`src/acsf_pkg.sv`:
```
`default_nettype none
package acsf_pkg;
  localparam int CMD_RW_BIT = 7;
  localparam logic [6:0] ADDR_PHASE = 7'h40;
  localparam logic [6:0] ADDR_RATE = 7'h50;
  localparam logic [6:0] ADDR_CFG = 7'h60;
  localparam logic [6:0] ADDR_DATA = 7'h70;
  localparam logic [6:0] CMD_LEN = 7'h08;
  localparam logic [6:0] LEN_PHASE = 7'h20;
  localparam logic [6:0] LEN_RATE = 7'h10;
  localparam logic [6:0] LEN_CFG = 7'h08;
  localparam logic [6:0] LEN_DATA = 7'h60;
  localparam logic [31:0] PHASE_RESET = 32'h0000_0000;
  localparam logic [15:0] RATE_RESET = 16'h0000;
  localparam logic [7:0] CFG_RESET = 8'h00;
  localparam int CFG_RST_BIT = 6;
  localparam int CFG_PROT_DIS_BIT = 3;
  localparam int COARSE_LSB = 13;
  localparam logic [2:0] COARSE_FASTEST = 3'h7;
  localparam int PHASE_STEP_SHIFT = 5;
  localparam int LATENCY_PERIODS = 6;
  localparam logic [4:0] RECOVERY_PERIODS = 5'h16;
  localparam logic [23:0] FULL_SCALE = 24'h7f_ffff;
  localparam int MCLK_PERIOD_NS = 25;
  localparam int DRDY_HIGH_NS = 100;
  localparam logic [2:0] DRDY_HIGH_CYC = 3'(DRDY_HIGH_NS / MCLK_PERIOD_NS);
  localparam int SCLK_HALF_NS = 200;
  localparam logic [3:0] SCLK_HALF_CYC = 4'(SCLK_HALF_NS / MCLK_PERIOD_NS);
  localparam logic [7:0] REG_CTRL = 8'h00;
  localparam logic [7:0] REG_WDATA = 8'h04;
  localparam logic [7:0] REG_STATUS = 8'h08;
  localparam logic [7:0] REG_RDATA0 = 8'h0c;
  localparam logic [7:0] REG_RDATA1 = 8'h10;
  localparam logic [7:0] REG_RDATA2 = 8'h14;
  localparam int CTRL_START_BIT = 8;
  localparam int CTRL_MODE3_BIT = 9;

  function automatic logic [6:0] acsf_data_len(input logic [6:0] addr);
    case (addr)
      ADDR_PHASE: return LEN_PHASE;
      ADDR_RATE: return LEN_RATE;
      ADDR_CFG: return LEN_CFG;
      ADDR_DATA: return LEN_DATA;
      default: return 7'h00;
    endcase
  endfunction
endpackage
`default_nettype wire

```
`src/acsf_link_if.sv`:
```
`default_nettype none
interface acsf_link_if;
  logic cs_n;
  logic sclk;
  logic din;
  logic dout;
  logic dout_oe;
  logic dout_line;
  logic chain_in;
  logic chain_out;
  logic result_ready_in_n;
  logic result_ready_out_n;
  logic range_overflow_n;
  logic fault_n;

  // Released line reads low, like a weak pull-down
  assign dout_line = dout_oe & dout;

  modport dev(input cs_n, input sclk, input din, input chain_in,
    input result_ready_in_n, output dout, output dout_oe,
    output chain_out, output result_ready_out_n,
    output range_overflow_n, output fault_n);
  modport host(output cs_n, output sclk, output din, output chain_in,
    output result_ready_in_n, input dout_line, input chain_out,
    input result_ready_out_n, input range_overflow_n, input fault_n);
endinterface
`default_nettype wire

```
`src/acsf_dev.sv`:
```
// The APB interface to the registers was chosen for this implementation.
`default_nettype none
module acsf_dev (
  // Clock and reset
  input wire logic mclk,
  input wire logic rst_b,
  // Serial link
  acsf_link_if.dev link,
  // Converter core side
  input wire logic clock_valid,
  input wire logic [3:0] over_full_scale,
  input wire logic [3:0] beyond_trip,
  input wire logic result_strobe,
  input wire logic [95:0] result_in,
  // Settings to the converter core
  output logic [7:0] cfg_out,
  output logic [15:0] rate_out,
  output logic [3:0][12:0] ch_delay_cycles,
  output logic realign,
  output logic fastest_rate
);
  import acsf_pkg::*;

  typedef struct packed {
    logic cs1;
    logic cs2;
    logic cs3;
    logic ck1;
    logic ck2;
    logic ck3;
    logic di1;
    logic di2;
    logic [6:0] bits;
    logic [7:0] cmd;
    logic [31:0] rx;
    logic [95:0] tx;
    logic dout;
    logic dout_oe;
    logic done;
    logic [31:0] phase;
    logic [15:0] rate;
    logic [7:0] cfg;
    logic [95:0] data;
    logic [LATENCY_PERIODS-1:0] ovr_pipe;
    logic fault;
    logic [4:0] rec_cnt;
    logic ovr_n;
    logic fault_n;
    logic rdy_n;
    logic [2:0] rdy_cnt;
    logic [3:0][12:0] delays;
    logic realign;
    logic fastest;
  } acsf_dev_t;

  acsf_dev_t s;
  acsf_dev_t next_s;
  logic rise;
  logic fall;
  logic cs_rise;
  logic [6:0] len;
  logic [6:0] total;
  logic is_write;
  logic [6:0] new_addr;
  logic trip;

  assign rise = s.ck2 & ~s.ck3;
  assign fall = ~s.ck2 & s.ck3;
  assign cs_rise = s.cs2 & ~s.cs3;
  assign len = acsf_data_len(s.cmd[6:0]);
  assign total = 7'(CMD_LEN + len);
  // Data register has no write command
  assign is_write = !s.cmd[CMD_RW_BIT] && len != 7'h00
    && s.cmd[6:0] != ADDR_DATA;
  assign new_addr = {s.cmd[5:0], s.di2};
  assign trip = |beyond_trip && !s.cfg[CFG_PROT_DIS_BIT];

  always_comb begin
    next_s = s;
    next_s.realign = 1'b0;
    next_s.cs1 = link.cs_n;
    next_s.cs2 = s.cs1;
    next_s.cs3 = s.cs2;
    next_s.ck1 = link.sclk;
    next_s.ck2 = s.ck1;
    next_s.ck3 = s.ck2;
    next_s.di1 = link.din;
    next_s.di2 = s.di1;

    // Fault tracking; recovery counted in output periods
    if (trip) begin
      next_s.fault = 1'b1;
      next_s.rec_cnt = 5'h00;
    end else if (s.cfg[CFG_PROT_DIS_BIT]) begin
      next_s.fault = 1'b0;
      next_s.rec_cnt = 5'h00;
    end else if (s.fault && result_strobe) begin
      next_s.rec_cnt = s.rec_cnt + 5'h01;
      // Partial first period puts release inside 21..22 periods
      if (s.rec_cnt == RECOVERY_PERIODS - 5'h01) begin
        next_s.fault = 1'b0;
      end
    end
    // Early jump to full scale as soon as the fault trips
    if (trip && !s.fault) begin
      next_s.data = {4{FULL_SCALE}};
    end
    if (result_strobe) begin
      next_s.ovr_pipe = {s.ovr_pipe[LATENCY_PERIODS-2:0],
        |over_full_scale};
      // New result replaces the old one; full scale is stored instead while faulted
      next_s.data = next_s.fault ? {4{FULL_SCALE}} : result_in;
      if (!link.result_ready_in_n) begin
        next_s.rdy_n = 1'b1;
        next_s.rdy_cnt = DRDY_HIGH_CYC;
      end
    end else if (s.rdy_cnt != 3'h0) begin
      next_s.rdy_cnt = s.rdy_cnt - 3'h1;
      if (s.rdy_cnt == 3'h1) begin
        next_s.rdy_n = 1'b0;
      end
    end
    if (!clock_valid) begin
      next_s.ovr_n = 1'b1;
      next_s.ovr_pipe = '0;
    end else begin
      next_s.ovr_n = !(next_s.ovr_pipe[LATENCY_PERIODS-1]
        || next_s.fault);
    end
    next_s.fault_n = !next_s.fault;
    // Flag to the converter core: protection advised off at fastest rate
    next_s.fastest = s.rate[COARSE_LSB +: 3] == COARSE_FASTEST;

    for (int i = 0; i < 4; i++) begin
      next_s.delays[3-i] = 13'({s.phase[8*i +: 8], 5'h00});
    end

    // Serial port
    if (s.cs2) begin
      next_s.bits = 7'h00;
      next_s.dout_oe = 1'b0;
      next_s.dout = 1'b0;
      next_s.done = 1'b0;
    end else begin
      next_s.dout_oe = 1'b1;
      if (fall && (s.bits < CMD_LEN || s.bits < total)) begin
        next_s.bits = s.bits + 7'h01;
        if (s.bits < CMD_LEN) begin
          next_s.cmd = {s.cmd[6:0], s.di2};
          if (s.bits == CMD_LEN - 7'h01) begin
            case (new_addr)
              ADDR_PHASE: next_s.tx = {s.phase, 64'h0};
              ADDR_RATE: next_s.tx = {s.rate, 80'h0};
              ADDR_CFG: next_s.tx = {s.cfg, 88'h0};
              ADDR_DATA: next_s.tx = s.data;
              default: next_s.tx = 96'h0;
            endcase
          end
        end else begin
          next_s.rx = {s.rx[30:0], s.di2};
        end
      end
      if (rise && s.bits >= CMD_LEN && s.cmd[CMD_RW_BIT]) begin
        next_s.dout = s.tx[95];
        next_s.tx = {s.tx[94:0], 1'b0};
      end
    end

    // Commit on the final rising edge, or at deselect after a
    // mode 0 transfer; short transfers never reach this
    if (!s.done && s.bits == total && is_write
        && ((rise && !s.cs2) || cs_rise)) begin
      next_s.done = 1'b1;
      case (s.cmd[6:0])
        ADDR_PHASE: next_s.phase = s.rx;
        ADDR_RATE: next_s.rate = s.rx[15:0];
        ADDR_CFG: begin
          next_s.cfg = s.rx[7:0];
          if (s.rx[CFG_RST_BIT]) begin
            next_s.cfg = CFG_RESET;
            next_s.cfg[CFG_RST_BIT] = 1'b1;
            next_s.phase = PHASE_RESET;
            next_s.rate = RATE_RESET;
            next_s.data = 96'h0;
            next_s.ovr_pipe = '0;
            // A trip in the same cycle still wins
            next_s.fault = trip;
            next_s.rec_cnt = 5'h00;
            next_s.realign = 1'b1;
          end
        end
        default: next_s.done = 1'b1;
      endcase
    end
  end

  always_ff @(posedge mclk or negedge rst_b) begin
    if (!rst_b) begin
      s <= '0;
      s.cs1 <= 1'b1;
      s.cs2 <= 1'b1;
      s.cs3 <= 1'b1;
      s.ovr_n <= 1'b1;
      s.fault_n <= 1'b1;
      s.rdy_n <= 1'b1;
    end else begin
      s <= next_s;
    end
  end

  assign link.dout = s.dout;
  assign link.dout_oe = s.dout_oe;
  // No cascade: next device would see an idle chain
  assign link.chain_out = 1'b0;
  assign link.result_ready_out_n = s.rdy_n;
  assign link.range_overflow_n = s.ovr_n;
  assign link.fault_n = s.fault_n;
  assign cfg_out = s.cfg;
  assign rate_out = s.rate;
  assign ch_delay_cycles = s.delays;
  assign realign = s.realign;
  assign fastest_rate = s.fastest;
endmodule
`default_nettype wire

```
`src/flat_wrapper.sv`:
```
// flat-port wrapper written by rule: the top's interface ports become plain ports
module acsf_dev_flat import acsf_pkg::*;
  (mclk, rst_b, clock_valid, over_full_scale, beyond_trip, result_strobe, result_in, cfg_out, rate_out, ch_delay_cycles, realign, fastest_rate, link_cs_n, link_sclk, link_din, link_chain_in, link_result_ready_in_n, link_dout, link_dout_oe, link_chain_out, link_result_ready_out_n, link_range_overflow_n, link_fault_n);
  acsf_link_if link_i ();
  input wire logic mclk;
  input wire logic rst_b;
  input wire logic clock_valid;
  input wire logic [3:0] over_full_scale;
  input wire logic [3:0] beyond_trip;
  input wire logic result_strobe;
  input wire logic [95:0] result_in;
  output logic [7:0] cfg_out;
  output logic [15:0] rate_out;
  output logic [3:0][12:0] ch_delay_cycles;
  output logic realign;
  output logic fastest_rate;
  input wire logic [$bits(link_i.cs_n)-1:0] link_cs_n;
  input wire logic [$bits(link_i.sclk)-1:0] link_sclk;
  input wire logic [$bits(link_i.din)-1:0] link_din;
  input wire logic [$bits(link_i.chain_in)-1:0] link_chain_in;
  input wire logic [$bits(link_i.result_ready_in_n)-1:0] link_result_ready_in_n;
  output wire logic [$bits(link_i.dout)-1:0] link_dout;
  output wire logic [$bits(link_i.dout_oe)-1:0] link_dout_oe;
  output wire logic [$bits(link_i.chain_out)-1:0] link_chain_out;
  output wire logic [$bits(link_i.result_ready_out_n)-1:0] link_result_ready_out_n;
  output wire logic [$bits(link_i.range_overflow_n)-1:0] link_range_overflow_n;
  output wire logic [$bits(link_i.fault_n)-1:0] link_fault_n;
  assign link_i.cs_n = link_cs_n;
  assign link_i.sclk = link_sclk;
  assign link_i.din = link_din;
  assign link_i.chain_in = link_chain_in;
  assign link_i.result_ready_in_n = link_result_ready_in_n;
  assign link_dout = link_i.dout;
  assign link_dout_oe = link_i.dout_oe;
  assign link_chain_out = link_i.chain_out;
  assign link_result_ready_out_n = link_i.result_ready_out_n;
  assign link_range_overflow_n = link_i.range_overflow_n;
  assign link_fault_n = link_i.fault_n;
  acsf_dev u_core (.mclk(mclk), .rst_b(rst_b), .link(link_i), .clock_valid(clock_valid), .over_full_scale(over_full_scale), .beyond_trip(beyond_trip), .result_strobe(result_strobe), .result_in(result_in), .cfg_out(cfg_out), .rate_out(rate_out), .ch_delay_cycles(ch_delay_cycles), .realign(realign), .fastest_rate(fastest_rate));
endmodule
```
`config.mk`:
```
export PLATFORM = sky130hd
export DESIGN_NAME = acsf_dev_flat
export DESIGN_NICKNAME = d
export VERILOG_FILES = /design/src/acsf_pkg.sv /design/src/acsf_link_if.sv /design/src/acsf_dev.sv /design/src/flat_wrapper.sv
export SDC_FILE = /design/constraint.sdc
export NUM_CORES = 1
export LEC_CHECK = 0
export BUFFER_PORTS_ARGS = -buffer_cell sky130_fd_sc_hd__buf_2
export CAP_MARGIN = 10
export CORE_UTILIZATION = 55
export DETAILED_ROUTE_END_ITERATION = 8
export PLACE_DENSITY = 0.76
export REMOVE_ABC_BUFFERS = 1
export SLEW_MARGIN = 10
export SYNTH_ARGS = -nofsm -noshare
export SYNTH_HDL_FRONTEND = slang
export SYNTH_SLANG_ARGS = --single-unit
```
`constraint.sdc`:
```
create_clock -name mclk -period 8 [get_ports mclk]
set_input_delay 1.6 -clock mclk [delete_from_list [all_inputs] [get_ports mclk]]
set_output_delay 1.6 -clock mclk [all_outputs]
set_load 0.02 [all_outputs]
```
==> results of run 1 <==
## cells in the mapped netlist (all sizes together), types with 15 or more instances
master,number,area share
o21ai,76,0.025
buf,128,0.055
nand3,18,0.0059
o22ai,93,0.038
nor2,230,0.056
nand2,122,0.030
clkbuf,62,0.015
a21oi,76,0.025
mux2,40,0.029
inv,15,0.0037
dfrtp,352,0.57
a22o,16,0.0091
mux2i,21,0.014
a32oi,66,0.038
a31oi,18,0.0073
## final cells by class
type | instances | area, sq um | share of cell area
Tap cell | 372 | 465 | 0.0272
Clock buffer | 53 | 1070 | 0.0625
Clock inverter | 11 | 134 | 0.00783
Sequential cell | 358 | 8970 | 0.524
Inverter | 16 | 60.1 | 0.00351
Timing Repair Buffer | 190 | 1010 | 0.0592
Multi-Input combinational cell | 920 | 5400 | 0.316
## worst paths after layout
path | from | cells past startpoint | slack (ps) | to
worst max register to register | u_core.new_addr[4]$_DFFE_PN0P_ | 13 | 2910 | u_core.s[126]$_DFF_PN0_
worst min-delay path | u_core.next_s[373]$_DFF_PN0_ | 0 | 350 | u_core.next_s[372]$_DFF_PN0_
worst max-delay path | u_core.new_addr[4]$_DFFE_PN0P_ | 13 | 2910 | u_core.s[126]$_DFF_PN0_
max in group asynchronous | rst_b | 2 | 5410 | u_core.s[367]$_DFFE_PN0P_
worst min register to register | u_core.next_s[373]$_DFF_PN0_ | 0 | 350 | u_core.next_s[372]$_DFF_PN0_
min in group asynchronous | rst_b | 1 | 1100 | u_core.ch_delay_cycles[37]$_DFF_PN0_
## state kept, by name, indices dropped and copies added (netlist names)
signal                          flops
u_core.link.dout                    1
u_core.link.fault_n                 1
u_core.s                          251
u_core.fastest_rate                 1
u_core.link.result_ready_out_n      1
u_core.realign                      1
u_core.rate_out                    16
u_core.link.range_overflow_n        1
u_core.ch_delay_cycles             32
u_core.cfg_out                      8
u_core.new_addr                     7
u_core.link.dout_oe                 1
u_core.next_s                      37
## power groups by stage
stage          combinational, uW  clock, uW  sequential, uW
2_1_floorplan                140          0            1920
3_3_place_gp                 279          0            1910
3_5_place_dp                 287          0            1910
4_1_cts                      287       1730            1880
5_1_grt                      314       1800            1880
6_report                     286       1700            1880
## per-layer routing
| layer | track usage | vias up |
|---|---|---|
| li1 | - | 5237 |
| met1 | 0.360 | 5696 |
| met2 | 0.412 | 437 |
| met3 | 0.0480 | 65 |
| met4 | 0.0721 | 2 |
| met5 | 0 | - |
## worst max-delay path: stages (launching register included)
cell and delay [ps]:
dfrtp_1 470, or4b_1 660, nor2_2 230, nand2_1 80, buf_4 270, ha_1 330
inv_1 50, ha_1 270, or4b_2 600, a211oi_2 410, nand3_1 190, nor2_4 340
buf_4 830, nor2_1 140
## metrics by stage
step	hold WS, ps	setup WS [ps]
final	348	2910
after global routing	362	2580
after CTS	352	2930
after detailed placement	338	2950
after global placement	339	3050
after floorplan	331	761
## logic make-up (layout without fill, tap and decap cells)
| kind of cell | after synthesis | after routing | synth area share |
|---|---|---|---|
| AO/OA/AOI/OAI | 392 | 392 | 0.168 |
| XOR/XNOR | 11 | 11 | 0.00626 |
| adder cells (fa/ha/maj) | 13 | 13 | 0.0106 |
| buffers and inverters | 206 | 270 | 0.0744 |
| flip-flops | 358 | 358 | 0.582 |
| multiplexers | 61 | 61 | 0.0429 |
| other | 1 | 21 | 0.000244 |
| AND/OR/NAND/NOR | 422 | 422 | 0.115 |
==> reports/results.ini, run 1 <==
[drt]
dr.first_iter.drc_count=1197
highest_layer=met5
wl_met2_microns=17400
wirelength_microns=36500
m1WireLength_microns=15500
drtPass1Iterations=5
drtAntennaViolNets=0
met3_length_microns=2820
vias_per_cell=5.96
routedWlPerCell_microns=19.0
route.detailed.drc=0
via_count=11437

[global_routing]
gr-total-overflow=0
grt_pass1_vias=11054
grt_pass1_wl_microns=58700
track_usage=0.257
antenna_found_initial=1
grt_max_degree=196

[synth]
synth_edf_count=0
syn_area_sq_mm=0.0154
ys.flop_type=dfrtp_1
synth.ff_latch_count=358
synthArstFlopShare=1.00
ys_warn_count=0
ys_seq_area_frac=0.582
syn_avg_cell_area_sq_um=10.5
synthCells=1464
synth_cell_types=57

[cts]
clk_latency_ps=520
clock-sinks=358
holdBufCountCts=0
cts_setup_buffers=0
clock_path_buffers=3
ctsResizeCount=0
cts_buffers=37
cts_tree=built
htree_levels=2
path_clk_slew_ps=60
root_buffer=clkbuf_16

[sta]
fin_skew_ps=15.9
setup_viol=0
hold_viol=0
slew_headroom=0.184
fin_setup_tns_ps=0
max_freq_ghz=0.196
worst_pin_slew_ps=1220
rsz0062_at_grt=false
period_share=0.637
maxSlewViolCount=0
layout_min_cycle_time_ps=5090

[place]
numPlacedInstances=1856
place_area_sq_mm=0.0159
hpwl_microns=21700
place.port_buffers=174
routabilityCongestion=0.819

[job]
maxCapViolCount=0

[power]
seq_power_share=0.486
cellLeakagePower_uw=0.00760
power_uw=3870
share_comb_of_total_power=0.074
clkPwrFrac=0.440
swShare=0.238
p_per_area_mw_per_mm2=226
peakVddDrop_mv=0.176
p_int_uw=2940
switching_power_uw=921

[status]
outcome=complete, no violations

[worst_setup_path]
crit_required_ps=8350
start_kind=register
cp-end-kind=register
worstPathArrival_ps=5450
crit_fanout=87
crit_type=register to register

[cells_and_area]
area_growth_pct=11.1
fin_area_sq_mm=0.0171
finalNetCount=1649
fin_cells=1920
drive_gt1_frac=0.196
n_antenna_cell=0
nFillCells=2163
final_common_cell=dfrtp_1
fin_util=0.629
layout.cells.most_common_list=dfrtp_1, nor2_1, buf_2

[floorplanning]
core.rowCount=60
dieArea_sq_mm=0.0287
coreArea_sq_mm=0.0272
initial_core_util=0.567
die-height_microns=169
die_x_microns=169
io-pin-count=197

[worst_hold_path]
worstHoldPathType=register to register

No activity file was read; power rests on OpenSTA's default activity.
==> run 2, diff against run 1 <==
--- a/config.mk
+++ b/config.mk
@@ -7,7 +7,7 @@
 export LEC_CHECK = 0
 export BUFFER_PORTS_ARGS = -buffer_cell sky130_fd_sc_hd__buf_2
 export CAP_MARGIN = 10
-export CORE_UTILIZATION = 55
+export CORE_UTILIZATION = 52
 export DETAILED_ROUTE_END_ITERATION = 8
 export PLACE_DENSITY = 0.76
 export REMOVE_ABC_BUFFERS = 1
==> constraint.sdc (replaced) <==
create_clock -name mclk -period 4.1 [get_ports mclk]
set_input_delay 0.82 -clock mclk [delete_from_list [all_inputs] [get_ports mclk]]
set_output_delay 0.82 -clock mclk [all_outputs]
set_load 0.02 [all_outputs]
==> reports/results.ini, run 2 (synthesis results as in run 1) <==
[power]
clkPwrFrac=0.451  ; +0.011
share_comb_of_total_power=0.077  ; +0.003
cellLeakagePower_uw=0.00778  ; +2.4%
p_int_uw=5950  ; +100%
switching_power_uw=1820  ; +98%
seq_power_share=0.472  ; -0.014
swShare=0.235  ; -0.00368
peakVddDrop_mv=0.323  ; +83%
p_per_area_mw_per_mm2=444  ; +97%

[drt]
routedWlPerCell_microns=19.5  ; +2.5%
wirelength_microns=38000  ; +4.1%
dr.first_iter.drc_count=1121  ; -6.3%
drtPass1Iterations=5  ; unchanged
via_count=11628  ; +1.7%
drtAntennaViolNets=0  ; unchanged
route.detailed.drc=0  ; unchanged
vias_per_cell=5.96  ; +0.11%

[cells_and_area]
fin_util=0.605  ; -0.0246
drive_gt1_frac=0.210  ; +0.0132
nFillCells=2320  ; +7.3%
fin_area_sq_mm=0.0175  ; +2.3%
layout.cells.most_common_list=dfrtp_1, nor2_1, buf_2
largest_reg_flops=251  ; unchanged
regMostFlops=u_core.s
finalNetCount=1665  ; +0.97%
area_growth_pct=13.7
final_common_cell=dfrtp_1

[worst_setup_path]
critPathSlowestCell=or4b_1
r2r_slack_ps=120  ; -2790 ps
worstPathArrival_ps=4360  ; -1090 ps
crit_fanout=26  ; -70%
rr_endpoint=u_core.rate_out[14]$_DFFE_PN0P_
path_cells=or4b_1 -> nor2_2 -> nand2_1 -> ha_1 -> inv_1 -> ha_1 -> or4b_2 -> a211oi_4 -> nand4bb_1 -> buf_4 -> nand2_1 -> o21ai_0
path_delay_family=simple AND/OR/NAND/NOR gates
crit_cells=12  ; -1
regToRegStartpoint=u_core.new_addr[1]$_DFFE_PN0P_
start_kind=register
reg2reg_depth=12  ; -1
critPathMaxStageDelay_ps=650  ; -180 ps
crit_type=register to register
crit_required_ps=4480  ; -3870 ps
cp-end-kind=register
worst-path-buf-inv=2  ; -1

[floorplanning]
initial_core_util=0.532  ; -0.0344
coreArea_sq_mm=0.0289  ; +6.5%
io-pin-count=197  ; unchanged
core.rowCount=62  ; +3.3%
die_x_microns=174  ; +2.8%
die-height_microns=174  ; +2.8%
dieArea_sq_mm=0.0303  ; +5.7%

[job]
maxCapViolCount=0  ; unchanged

[sta]
slew_headroom=0.344  ; +0.160
setup_viol=0  ; unchanged
period_share=0.970  ; +0.334
rsz0062_at_grt=true
holdWs_ps=324  ; -23.6 ps
layout_min_cycle_time_ps=3980  ; -1110 ps
worst_pin_slew_ps=981  ; -243 ps
max_freq_ghz=0.251  ; +28%
fin_skew_ps=14.2  ; -1.70 ps
fin_setup_tns_ps=0  ; unchanged
maxSlewViolCount=0  ; unchanged
hold_viol=0  ; unchanged

[cts]
cts_setup_buffers=0  ; unchanged
path_clk_slew_ps=60  ; about the same
root_buffer=clkbuf_16
cts_buffers=37  ; unchanged
clock_path_buffers=3  ; unchanged
clock-sinks=358  ; unchanged
clk_latency_ps=510  ; about the same
cts_tree=built
htree_levels=2  ; unchanged
holdBufCountCts=0  ; unchanged

[global_routing]
grt_max_degree=93  ; -53%
gr-total-overflow=0  ; unchanged
antenna_found_initial=2  ; +1
grt_pass1_vias=11431  ; +3.4%
track_usage=0.250  ; -0.00698
grt_pass1_wl_microns=60700  ; +3.5%

[status]
outcome=complete, no violations

[place]
hpwl_microns=23500  ; +8.3%
place.port_buffers=174  ; unchanged
place_area_sq_mm=0.0162  ; +1.8%
routabilityCongestion=0.848  ; +3.5%

[worst_hold_path]
worstHoldPathType=primary input to async pin

==> run 2: worst max-delay path by stage <==
stage	start	endpoint	slack [ps]
finish	u_core.new_addr[1]$_DFFE_PN0P_	u_core.rate_out[14]$_DFFE_PN0P_	120
global route	u_core.new_addr[1]$_DFFE_PN0P_	u_core.rate_out[12]$_DFFE_PN0P_	0.4
CTS	u_core.new_addr[1]$_DFFE_PN0P_	u_core.rate_out[12]$_DFFE_PN0P_	100
detailed placement	u_core.new_addr[1]$_DFFE_PN0P_	u_core.rate_out[14]$_DFFE_PN0P_	110
global placement	u_core.new_addr[1]$_DFFE_PN0P_	u_core.rate_out[4]$_DFFE_PN0P_	280
floorplan	beyond_trip[1]	u_core.s[100]$_DFF_PN0_	-2360
==> run 2: cell type report <==
class / instances / area [sq um] / area share
multi-input cells: 922 / 5430 / 0.310
repair buffers: 204 / 1280 / 0.0734
diodes: 1 / 2.50 / 0.000143
clock inverters: 14 / 178 / 0.0102
inverters: 16 / 60.1 / 0.00343
well taps: 384 / 480 / 0.0275
flip-flops and latches: 358 / 8970 / 0.512
clock buffers: 51 / 1100 / 0.0629
==> run 2: repair_timing <==
action	in CTS	in global routing
hold endpoints to repair	0	0
endpoints found under the setup margin	0	82
resized for setup	0	3
==> run 2: power by group through the flow <==
stage	clock (uW)	combinational [uW]	sequential [uW]
global route	3710	646	3670
finish	3510	598	3670
detailed placement	0	585	3730
global placement	0	573	3730
floorplan	0	273	3750
CTS	3570	590	3670
==> run 2: through the flow <==
stage | total power [uW] | instances | setup slack (ps)
floorplan | 4020 | 1294 | -2360
global placement | 4300 | 1882 | 282
detailed placement | 4310 | 1882 | 114
CTS | 7820 | 1947 | 104
global route | 8030 | 1950 | 0.411
finish | 7770 | 1950 | 122
==> run 2: layer usage <==
metal,track usage,part of all wire,vias to the layer above
met5,0,0.00021,-
met4,0.0881,0.030,2
met3,0.0435,0.069,76
met2,0.396,0.47,450
met1,0.349,0.43,5815
li1,-,-,5285
